===== config.mk =====
export PLATFORM = sky130hd
export DESIGN_NAME = fwp_write_protect
export DESIGN_NICKNAME = d
export VERILOG_FILES = /design/src/fwp_pkg.sv /design/src/fwp_write_protect.sv
export SDC_FILE = /design/constraint.sdc
export NUM_CORES = 1
export LEC_CHECK = 0
export ABC_AREA = 1
export BUFFER_PORTS_ARGS = -buffer_cell sky130_fd_sc_hd__buf_2
export CORE_MARGIN = 4
export CORE_UTILIZATION = 35
export DETAILED_ROUTE_END_ITERATION = 8
export PLACE_DENSITY_LB_ADDON = 0.08
export SYNTH_ARGS = -nofsm -noshare
export SYNTH_HDL_FRONTEND = slang
export SYNTH_SLANG_ARGS = --single-unit

===== constraint.sdc =====
create_clock -name core_clk_i -period 5 [get_ports core_clk_i]
set_input_delay 0.5 -clock core_clk_i [delete_from_list [all_inputs] [get_ports core_clk_i]]
set_output_delay 0.5 -clock core_clk_i [all_outputs]
set_load 0.02 [all_outputs]

===== src/fwp_pkg.sv =====
// Constants, opcodes and state layout for the flash write-protect logic
package fwp_pkg;
    // Core clock rate and power-up write lockout
    localparam int CLK_MHZ = 10;
    localparam int PUW_DELAY_US = 1000;
    localparam int PUW_CYCLES = PUW_DELAY_US * CLK_MHZ;
    localparam int PUW_W = 24;
    localparam int NBITS_W = 16;

    // Instruction codes
    localparam logic [7:0] OP_WR_ENABLE = 8'h06;
    localparam logic [7:0] OP_WR_DISABLE = 8'h04;
    localparam logic [7:0] OP_STATUS_WRITE = 8'h01;
    localparam logic [7:0] OP_STATUS_READ = 8'h05;
    localparam logic [7:0] OP_PAGE_PROG = 8'h02;
    localparam logic [7:0] OP_SECTOR_ERASE = 8'h20;
    localparam logic [7:0] OP_HALF_BLOCK_ERASE = 8'h52;
    localparam logic [7:0] OP_BLOCK_ERASE = 8'hd8;
    localparam logic [7:0] OP_CHIP_ERASE_A = 8'hc7;
    localparam logic [7:0] OP_CHIP_ERASE_B = 8'h60;
    localparam logic [7:0] OP_SLEEP_ENTER = 8'hb9;
    localparam logic [7:0] OP_SLEEP_RELEASE = 8'hab;

    // Status register bit positions
    localparam int SR_BUSY = 0;
    localparam int SR_WEL = 1;
    localparam int SR_BP_LO = 2;
    localparam int SR_BP_HI = 4;
    localparam int SR_LOCK = 7;

    // Reset values of the status bits
    localparam logic [2:0] BP_RESET = 3'h0;
    localparam logic LOCK_RESET = 1'b0;

    // Least frame lengths in bits
    localparam logic [NBITS_W-1:0] LEN_OPCODE = 16'h0008;
    localparam logic [NBITS_W-1:0] LEN_STATUS = 16'h0010;
    localparam logic [NBITS_W-1:0] LEN_ADDR = 16'h0020;
    localparam logic [NBITS_W-1:0] LEN_PROG = 16'h0028;

    // Upper bounds of protected ranges, each starting at zero
    localparam logic [18:0] LIM_001 = 19'h7dfff;
    localparam logic [18:0] LIM_010 = 19'h7bfff;
    localparam logic [18:0] LIM_011 = 19'h77fff;
    localparam logic [18:0] LIM_100 = 19'h6ffff;
    localparam logic [18:0] LIM_101 = 19'h5ffff;
    localparam logic [18:0] LIM_110 = 19'h3ffff;
    localparam logic [18:0] LIM_111 = 19'h7ffff;

    typedef struct packed {
        logic cs_s1;
        logic cs_s2;
        logic cs_d;
        logic clk_s1;
        logic clk_s2;
        logic clk_d;
        logic di_s1;
        logic di_s2;
        logic wp_s1;
        logic wp_s2;
        logic [7:0] opcode;
        logic [23:0] addr;
        logic [7:0] wdata;
        logic [NBITS_W-1:0] nbits;
        logic [PUW_W-1:0] puw_cnt;
        logic puw_done;
        logic write_enable_latch;
        logic busy;
        logic deep_sleep_state;
        logic status_lock_bit;
        logic [2:0] protect_level;
        logic miso;
        logic miso_oe;
        logic cmd_valid;
        logic [7:0] cmd_opcode;
        logic [23:0] cmd_addr;
        logic protect_reject;
    } fwp_state_t;
endpackage


===== src/fwp_write_protect.sv =====
// Write-protection and status logic of a serial NOR flash, facing the SPI pins
`timescale 1ns/100ps
module fwp_write_protect #(
    parameter int PUW_CYCLES_P = fwp_pkg::PUW_CYCLES
) (
    input wire logic core_clk_i,
    input wire logic rst_i,
    input wire logic cs_n_i,
    input wire logic sclk_i,
    input wire logic mosi_i,
    input wire logic wp_n_i,
    input wire logic op_done_i,
    output logic miso_o,
    output logic miso_oe_o,
    output logic [7:0] status_register_o,
    output logic deep_sleep_state_o,
    output logic cmd_valid_o,
    output logic [7:0] cmd_opcode_o,
    output logic [23:0] cmd_addr_o,
    output logic protect_reject_o
);
    import fwp_pkg::*;

    fwp_state_t st;
    fwp_state_t next_st;

    localparam logic [PUW_W-1:0] PUW_LAST = PUW_W'(PUW_CYCLES_P - 1);

    // Upper protected address for a protect code; none for code zero
    function automatic logic [18:0] range_limit(input logic [2:0] level);
        logic [18:0] lim;
        lim = '0;
        unique case (level)
            3'h0: lim = '0;
            3'h1: lim = LIM_001;
            3'h2: lim = LIM_010;
            3'h3: lim = LIM_011;
            3'h4: lim = LIM_100;
            3'h5: lim = LIM_101;
            3'h6: lim = LIM_110;
            3'h7: lim = LIM_111;
        endcase
        return lim;
    endfunction

    // Whether the first byte of the target region lies in a protected range
    function automatic logic is_protected(input logic [2:0] level, input logic [7:0] op,
                                          input logic [23:0] addr);
        logic [18:0] start;
        start = addr[18:0];
        if (op == OP_SECTOR_ERASE) begin
            start = {addr[18:12], 12'h000};
        end else if (op == OP_HALF_BLOCK_ERASE) begin
            start = {addr[18:15], 15'h0000};
        end else if (op == OP_BLOCK_ERASE) begin
            start = {addr[18:16], 16'h0000};
        end else if (op == OP_CHIP_ERASE_A || op == OP_CHIP_ERASE_B) begin
            start = '0;
        end
        return (level != 3'h0) && (start <= range_limit(level));
    endfunction

    // Status register image: lock, two reserved zeros, protect level, latch, busy
    function automatic logic [7:0] status_image(input fwp_state_t s);
        logic [7:0] img;
        img = 8'h00;
        img[SR_LOCK] = s.status_lock_bit;
        img[SR_BP_HI:SR_BP_LO] = s.protect_level;
        img[SR_WEL] = s.write_enable_latch;
        img[SR_BUSY] = s.busy;
        return img;
    endfunction

    logic sclk_rise;
    logic sclk_fall;
    logic frame_end;
    logic in_frame;
    logic byte_aligned;
    logic write_ready;
    logic is_prog_erase;
    logic hw_locked;
    logic [7:0] sr_now;

    always_comb begin
        sclk_rise = st.clk_s2 & ~st.clk_d;
        sclk_fall = ~st.clk_s2 & st.clk_d;
        in_frame = ~st.cs_s2 & ~st.cs_d;
        frame_end = st.cs_s2 & ~st.cs_d;
        byte_aligned = (st.nbits[2:0] == 3'h0) && (st.nbits >= LEN_OPCODE);
        write_ready = st.puw_done & st.write_enable_latch;
        hw_locked = st.status_lock_bit & ~st.wp_s2;
        sr_now = status_image(st);
        is_prog_erase = 1'b0;
        unique case (st.opcode)
            OP_PAGE_PROG, OP_SECTOR_ERASE, OP_HALF_BLOCK_ERASE, OP_BLOCK_ERASE,
            OP_CHIP_ERASE_A, OP_CHIP_ERASE_B: is_prog_erase = 1'b1;
            default: is_prog_erase = 1'b0;
        endcase

        next_st = st;
        next_st.cmd_valid = 1'b0;
        next_st.protect_reject = 1'b0;

        // Pin synchronisers
        next_st.cs_s1 = cs_n_i;
        next_st.cs_s2 = st.cs_s1;
        next_st.cs_d = st.cs_s2;
        next_st.clk_s1 = sclk_i;
        next_st.clk_s2 = st.clk_s1;
        next_st.clk_d = st.clk_s2;
        next_st.di_s1 = mosi_i;
        next_st.di_s2 = st.di_s1;
        next_st.wp_s1 = wp_n_i;
        next_st.wp_s2 = st.wp_s1;

        // Power-up write lockout
        if (!st.puw_done) begin
            if (st.puw_cnt == PUW_LAST) begin
                next_st.puw_done = 1'b1;
            end else begin
                next_st.puw_cnt = st.puw_cnt + 1'b1;
            end
        end

        // End of an internal cycle
        if (st.busy && op_done_i) begin
            next_st.busy = 1'b0;
        end

        // Bit shifting on rising clock edges within a frame
        if (st.cs_s2) begin
            next_st.nbits = '0;
            next_st.miso_oe = 1'b0;
        end else if (in_frame && sclk_rise) begin
            if (st.nbits != '1) begin
                next_st.nbits = st.nbits + 1'b1;
            end
            if (st.nbits < LEN_OPCODE) begin
                next_st.opcode = {st.opcode[6:0], st.di_s2};
            end else if (st.nbits < LEN_ADDR) begin
                next_st.addr = {st.addr[22:0], st.di_s2};
            end
            if (st.nbits >= LEN_OPCODE && st.nbits < LEN_STATUS) begin
                next_st.wdata = {st.wdata[6:0], st.di_s2};
            end
        end

        // Status read data out on falling clock edges, served even while busy
        if (in_frame && sclk_fall && st.nbits >= LEN_OPCODE && !st.deep_sleep_state &&
            st.opcode == OP_STATUS_READ) begin
            next_st.miso_oe = 1'b1;
            next_st.miso = sr_now[3'h7 - st.nbits[2:0]];
        end

        // Command execution at chip select release
        if (frame_end) begin
            if (st.deep_sleep_state) begin
                if (st.opcode == OP_SLEEP_RELEASE && st.nbits >= LEN_OPCODE) begin
                    next_st.deep_sleep_state = 1'b0;
                end
            end else if (st.busy) begin
                next_st.busy = st.busy;
            end else if (byte_aligned) begin
                if (st.opcode == OP_WR_ENABLE) begin
                    if (st.puw_done) begin
                        next_st.write_enable_latch = 1'b1;
                    end
                end else if (st.opcode == OP_WR_DISABLE) begin
                    next_st.write_enable_latch = 1'b0;
                end else if (st.opcode == OP_SLEEP_ENTER) begin
                    next_st.deep_sleep_state = 1'b1;
                end else if (st.opcode == OP_STATUS_WRITE) begin
                    // Only non-volatile bits change; busy is the cycle, latch clears as it starts
                    if (write_ready && !hw_locked && st.nbits >= LEN_STATUS) begin
                        next_st.status_lock_bit = st.wdata[SR_LOCK];
                        next_st.protect_level = st.wdata[SR_BP_HI:SR_BP_LO];
                        next_st.write_enable_latch = 1'b0;
                        next_st.busy = 1'b1;
                        next_st.cmd_valid = 1'b1;
                        next_st.cmd_opcode = st.opcode;
                        next_st.cmd_addr = '0;
                    end
                end else if (is_prog_erase && write_ready) begin
                    if ((st.opcode == OP_CHIP_ERASE_A || st.opcode == OP_CHIP_ERASE_B ||
                         (st.opcode == OP_PAGE_PROG && st.nbits >= LEN_PROG) ||
                         (st.opcode != OP_PAGE_PROG && st.nbits >= LEN_ADDR))) begin
                        if (is_protected(st.protect_level, st.opcode, st.addr)) begin
                            next_st.protect_reject = 1'b1;
                        end else begin
                            next_st.write_enable_latch = 1'b0;
                            next_st.busy = 1'b1;
                            next_st.cmd_valid = 1'b1;
                            next_st.cmd_opcode = st.opcode;
                            next_st.cmd_addr = st.addr;
                        end
                    end
                end
            end
        end
    end

    // All state cleared, chip select and write-protect synchronisers set high, while the supply is below threshold
    always_ff @(posedge core_clk_i or posedge rst_i) begin
        if (rst_i) begin
            st <= '0;
            st.cs_s1 <= 1'b1;
            st.cs_s2 <= 1'b1;
            st.cs_d <= 1'b1;
            st.wp_s1 <= 1'b1;
            st.wp_s2 <= 1'b1;
            st.write_enable_latch <= 1'b0;
            st.protect_level <= BP_RESET;
            st.status_lock_bit <= LOCK_RESET;
        end else begin
            st <= next_st;
        end
    end

    assign miso_o = st.miso;
    assign miso_oe_o = st.miso_oe;
    assign status_register_o = sr_now;
    assign deep_sleep_state_o = st.deep_sleep_state;
    assign cmd_valid_o = st.cmd_valid;
    assign cmd_opcode_o = st.cmd_opcode;
    assign cmd_addr_o = st.cmd_addr;
    assign protect_reject_o = st.protect_reject;
endmodule


### Word level (Yosys, flattened, before mapping)

Memory sizes are Yosys's and may differ from the RTL's.
Index checks and enable logic that the tools add are counted.
Widths: inputs -> output; s select.

* flip-flop bits (word level): 134
* bits in latches: 0
* memory bits (writable): 0
* bits in read-only memories: 152
* input port bits: 7
* output and inout bits: 45
* word-level logic and storage cells: 190
* memories: 1

Memory list
* (name not given): depth 8, width 19, read ports 1, clocked after Yosys merged registers in 0, write ports 0, line fwp_write_protect.sv:33 `unique case (level)`

* add/sub/neg operators: 3
* $mul: 0
* div/mod/pow operators: 0
* $lt $le $gt $ge: 9
* eq/ne operators: 21
* shift operators: 0
* muxes and demuxes: 72
* bitwise gates (word level): 19
* reductions and logical operators: 38

Operators with widths (count)
* $mux 19: 24
* $mux 34: 9
* $mux 33: 3
* $mux 16: 3
* $eq 8x8->1 const B: 4
* $ge 16x6->1 const B: 2
* $add 24x1->24 const B: 1
* $eq 24x14->1 const B: 1
* $eq 8x3->1 const B: 3
* $mux 6: 4
* $le 19x19->1: 1
* $mux 1: 17
* $add 16x1->16 const B: 1
* $eq 8x7->1 const B: 2
* $ge 16x4->1 const B: 1
* $ge 16x5->1 const B: 1
* $lt 16x4->1 const B: 1
* $lt 16x5->1 const B: 1
* $lt 16x6->1 const B: 1
* $mux 4: 4
* $ne 16x16->1 const B: 1
* $logic_and 1x1->1: 15
* $not 1->1: 13
* $mux 2: 6
* other kinds (27): 43

### Depth between registers and ports, before layout

* depth after elaboration: 29
* mapped depth: 28
* mapped depth without buffers: 24

### Least setup slack after synthesis

Ideal clock, no wire load.

* path kind: register -> register
* start point: register st[117] in the netlist's numbering
* end point: register st, in the netlist cmd_opcode_o[0]
* library setup time: 118 ps
* arrival: 2893 ps
* required time: 4882 ps
* slack: 1989 ps
* cell stages (with the launch flop): 27
* path buffers: 4
* period minus slack after synthesis: 3011 ps
* path through: dfrtp_1 -> buf_2 -> inv_1 -> nand2_1 -> nor2_1 -> nand2_1 -> nand2_2 -> nor2_2 -> nand2_4 -> clkbuf_1 -> nor2_1 -> ha_1 -> nand2_1 -> nor2_1 -> nand2_1 -> nor2_1 -> nand2_1 -> nand3_1 -> nand2_1 -> nand2_1 -> nand2_1 -> nand2_1 -> nand2_1 -> buf_6 -> buf_6 -> nand2_1 -> o21ai_2

* cells in the longest elaborated chain, start to end: 20
* elaborated cells on any way between the ends: 44
* classes of those cells: order compare (1); eq/ne (13); mux (16); bitwise (3); reduce/logical (11)

Ends and longest elaborated chain
* from (decl): line fwp_write_protect.sv:24 `fwp_state_t st;`
* from (signal assigned): line fwp_write_protect.sv:215 `st <= next_st;`
* $eq 8x8->1 / $eq 8x7->1 (equally long branches): line fwp_write_protect.sv:57, fwp_write_protect.sv:94, fwp_write_protect.sv:184
* $logic_or 1x1->1: line fwp_write_protect.sv:57, fwp_write_protect.sv:184
* $mux 19: line fwp_write_protect.sv:57 `end else if (op == OP_CHIP_ERASE_A || op == OP_CHIP_ERASE_B) begin`
* $mux 19: line fwp_write_protect.sv:55 `end else if (op == OP_BLOCK_ERASE) begin`
* $mux 19: line fwp_write_protect.sv:53 `end else if (op == OP_HALF_BLOCK_ERASE) begin`
* $mux 19: line fwp_write_protect.sv:51 `if (op == OP_SECTOR_ERASE) begin`
* $mux 19: line fwp_write_protect.sv:184 `if ((st.opcode == OP_CHIP_ERASE_A || st.opcode == OP_CHIP_ERASE_B ||`
* $mux 19: line fwp_write_protect.sv:183 `end else if (is_prog_erase && write_ready) begin`
* [4 not listed]
* $mux 19: line fwp_write_protect.sv:163 `end else if (byte_aligned) begin`
* $mux 19: line fwp_write_protect.sv:161 `end else if (st.busy) begin`
* $mux 19: line fwp_write_protect.sv:157 `if (st.deep_sleep_state) begin`
* $mux 19: line fwp_write_protect.sv:156 `if (frame_end) begin`
* $le 19x19->1: line fwp_write_protect.sv:60 `return (level != 3'h0) && (start <= range_limit(level));`
* $logic_and 1x1->1: line fwp_write_protect.sv:60
* $ne 2x2->1 (no source line)
* $reduce_and 11->1 (no source line)

Several ways; a longest one is shown, not always the timed one. The select of a mux whose other input is x is not followed.
A chain may end at the register's enable or synchronous reset.

### Final worst setup path

* start point: register st[117] in the netlist's numbering
* end point: register st, in the netlist cmd_addr_o[3]

The elaborated chain is that of the path after synthesis.

==> flow_metrics.tcl <==
set metrics [dict create \
    status "finished clean" \
    critPathKind "reg -> reg" \
    post-route-period-util_pct 76.8 \
    crit_slowest_cell "dfrtp_1" \
    synthCells 887 \
    power_frac_clock_pct 50.9 \
    syn_area_um2 7250 \
    grt_max_degree 99 \
    h-tree-depth 4 \
    grt_pass1_wl_um 26600 \
    p_int_mw 1.90 \
    worstHoldPathType "in -> reg" \
    combPwrFrac_pct 4.4 \
    yosysWarnings 0 \
    critPathCaptureType "flop" \
    hold_end "next_st[124]" \
    post-route-min-period_ps 3840 \
    ir_drop_mv 0.234 \
    first_pass_iters 5 \
    synth-main-ff-cell "dfrtp_1" \
    yosysSeqAreaShare_pct 46.3 \
    synth_cell_types 42 \
    cpMostUsedCell "nand2_1" \
    place_hpwl_um 11000 \
    max_freq_mhz 260 \
    synth_edf_count 0 \
    pin_count 52 \
    grt_pass1_vias 5214 \
    root_buffer "clkbuf_16" \
    reg2reg_setup_slack_ps 1160 \
    tns_ps 0 \
    synthArstFlopShare_pct 100 \
    startpoint_type "flop" \
    rsz0062_at_grt "false" \
    antenna_found_initial 0 \
    crit_chain "inv_1, nand2_1, nor2_1, nand2_1, nand2_2, nor2_2, o21ai_0, nor2_1, ha_1, nand2_1, inv_1, nand2_1, nand2_1, a21oi_1, nand3_1, nand2_1, nand2_1, buf_4, nand2_1, nand2_1, nand2_2, buf_4, nand2_1, o21ai_1" \
    final_common_cell "nand2_1" \
    post_cts_resized 0 \
    required_ps 5340 \
    finalPower_mw 2.51 \
    drive_above_1_share_pct 15.4 \
    clock_path_buffers 2 \
    rr_worst_depth 24 \
    cp_top_family "simple AND/OR/NAND/NOR gates" \
    yosys_register_bits 134 \
    fin_nets 927 \
    finalClockSkew_ps 9.67 \
    die_h_um 152 \
    cts_tree "yes" \
    vias 5317 \
    vias_per_cell 4.52 \
    relSlewSlack_pct 40.8 \
    setup_violations 0 \
    clk_latency_ps 420 \
    power_density_nw_per_um2 312 \
    r2r_start "st[117]" \
    wl_per_cell_um 13.1 \
    initial_core_util_pct 35.7 \
    finalMaxSlewViolations 0 \
    drv_cap 0 \
    cts_num_sinks 134 \
    p_leak_nw 3.75 \
    areaGrowthSynthToFinish_pct 10.7 \
    mostFrequentLayoutCells "199 x nand2_1, 129 x dfrtp_1, 98 x inv_1, 91 x nor2_1, 61 x o21ai_0" \
    core_um2 20300 \
    post_cts_buffers 0 \
    num_rows 52 \
    worstHoldStart "wp_n_i" \
    grt_usage_pct 13.9 \
    drc 0 \
    r2r-end "cmd_addr_o[3]" \
    finalWirelength_um 15400 \
    holdBufCountCts 0 \
    diodes 0 \
    numCtsBuffers 17 \
    p_sw_share_pct 24.4 \
    path_max_fanout 35 \
    dieArea_um2 23100 \
    ant_nets 0 \
    clk_pin_slew_ps 60 \
    syn_avg_cell_area_um2 8.18 \
    cp_num_buf_inv 4 \
    drt_iter0_drc 293 \
    cp_slowest_stage_delay_ps 480 \
    die_w_um 152 \
    max_slew.worst_pin.slew_ps 888 \
    grt_overflow 0 \
    hold_depth 1 \
    seqPwrFrac_pct 44.6 \
    finalHoldViolCount 0 \
    worstPathArrival_ps 4180 \
    p_switching_mw 0.612 \
    globalplace.congestion 0.770 \
    numPortBuffers 49 \
]
## power by group through the flow
stage               Clock [mW]  Combinational [mW]  Sequential [mW]
detailed placement           0               0.114             1.14
global route              1.36               0.130             1.12
CTS                       1.32               0.115             1.12
floorplan                    0              0.0909             1.13
finish                    1.28               0.111             1.12
global placement             0               0.116             1.14
## kinds of logic after synthesis
| family | after synthesis | synth area share, % |
|---|---|---|
| flip-flops | 134 | 46.3 |
| adder cells (fa/ha/maj) | 26 | 4.49 |
| other | 1 | 0.0517 |
| buffers and inverters | 170 | 11.6 |
| AND/OR/NAND/NOR | 405 | 24.0 |
| AO/OA/AOI/OAI | 125 | 10.4 |
| XOR/XNOR | 26 | 3.14 |
## stage by stage
step	area, um^2	util, %	setup slack, ps	cells	hold WS, ps
6_report	8030	39.6	1160	1177	180
5_1_grt	8030	39.6	610	1177	153
4_1_cts	8030	39.6	1080	1177	156
3_5_place_dp	7430	36.6	1100	1145	336
3_3_place_gp	7430	36.6	1150	1145	333
2_1_floorplan	7260	-	926	888	331
## synthesized netlist by cell type (3+ instances only)
cell type | instances | area (um^2)
a21oi_1 | 19 | 95.1
a31oi_1 | 3 | 18.8
buf_2 | 4 | 20.0
buf_4 | 40 | 300
buf_6 | 6 | 67.6
clkbuf_1 | 15 | 56.3
dfrtp_1 | 129 | 3230
dfstp_2 | 5 | 131
ha_1 | 26 | 325
inv_1 | 99 | 372
inv_2 | 4 | 15.0
nand2_1 | 200 | 751
nand2_2 | 12 | 75.1
nand3_1 | 52 | 260
nand4_1 | 15 | 93.8
nor2_1 | 91 | 342
nor3_1 | 18 | 90.1
nor4_1 | 7 | 43.8
o21ai_0 | 61 | 305
o21ai_1 | 9 | 45.0
o21ai_2 | 23 | 201
xnor2_1 | 6 | 52.6
xor2_1 | 20 | 175
## registers in the layout (all words and copies together) (netlist names)
signal,flops
st,85
cmd_addr_o,24
cmd_opcode_o,8
next_st,6
status_register_o,6
cmd_valid_o,1
deep_sleep_state_o,1
miso_o,1
miso_oe_o,1
protect_reject_o,1
## per-layer routing
layer / track usage (%) / share of wire, % / vias to the layer above
li1: - / - / 2816
met1: 19.6 / 51 / 2414
met2: 21.3 / 44 / 78
met3: 3.70 / 3.9 / 9
met4: 3.85 / 0.99 / 0
met5: 0 / 0 / -
## worst max path at each step
stage,startpoint,to,slack (ps),cells after the start
2_1_floorplan,rst_i,cmd_addr_o[0],930,1
3_3_place_gp,st[119],cmd_addr_o[1],1150,24
3_5_place_dp,st[117],cmd_addr_o[3],1100,24
4_1_cts,st[117],cmd_addr_o[3],1080,24
5_1_grt,st[117],cmd_addr_o[3],610,24
6_report,st[117],cmd_addr_o[3],1160,24
## area by class of cell
cell class	count	area [um^2]
timing repair buffer	54	283
fill	2108	12300
tap	270	338
clock inverter	12	143
clock buffer	20	457
multi-input combinational	584	3060
sequential	134	3360
inverter	103	392
(Power assumes the default switching activity.)
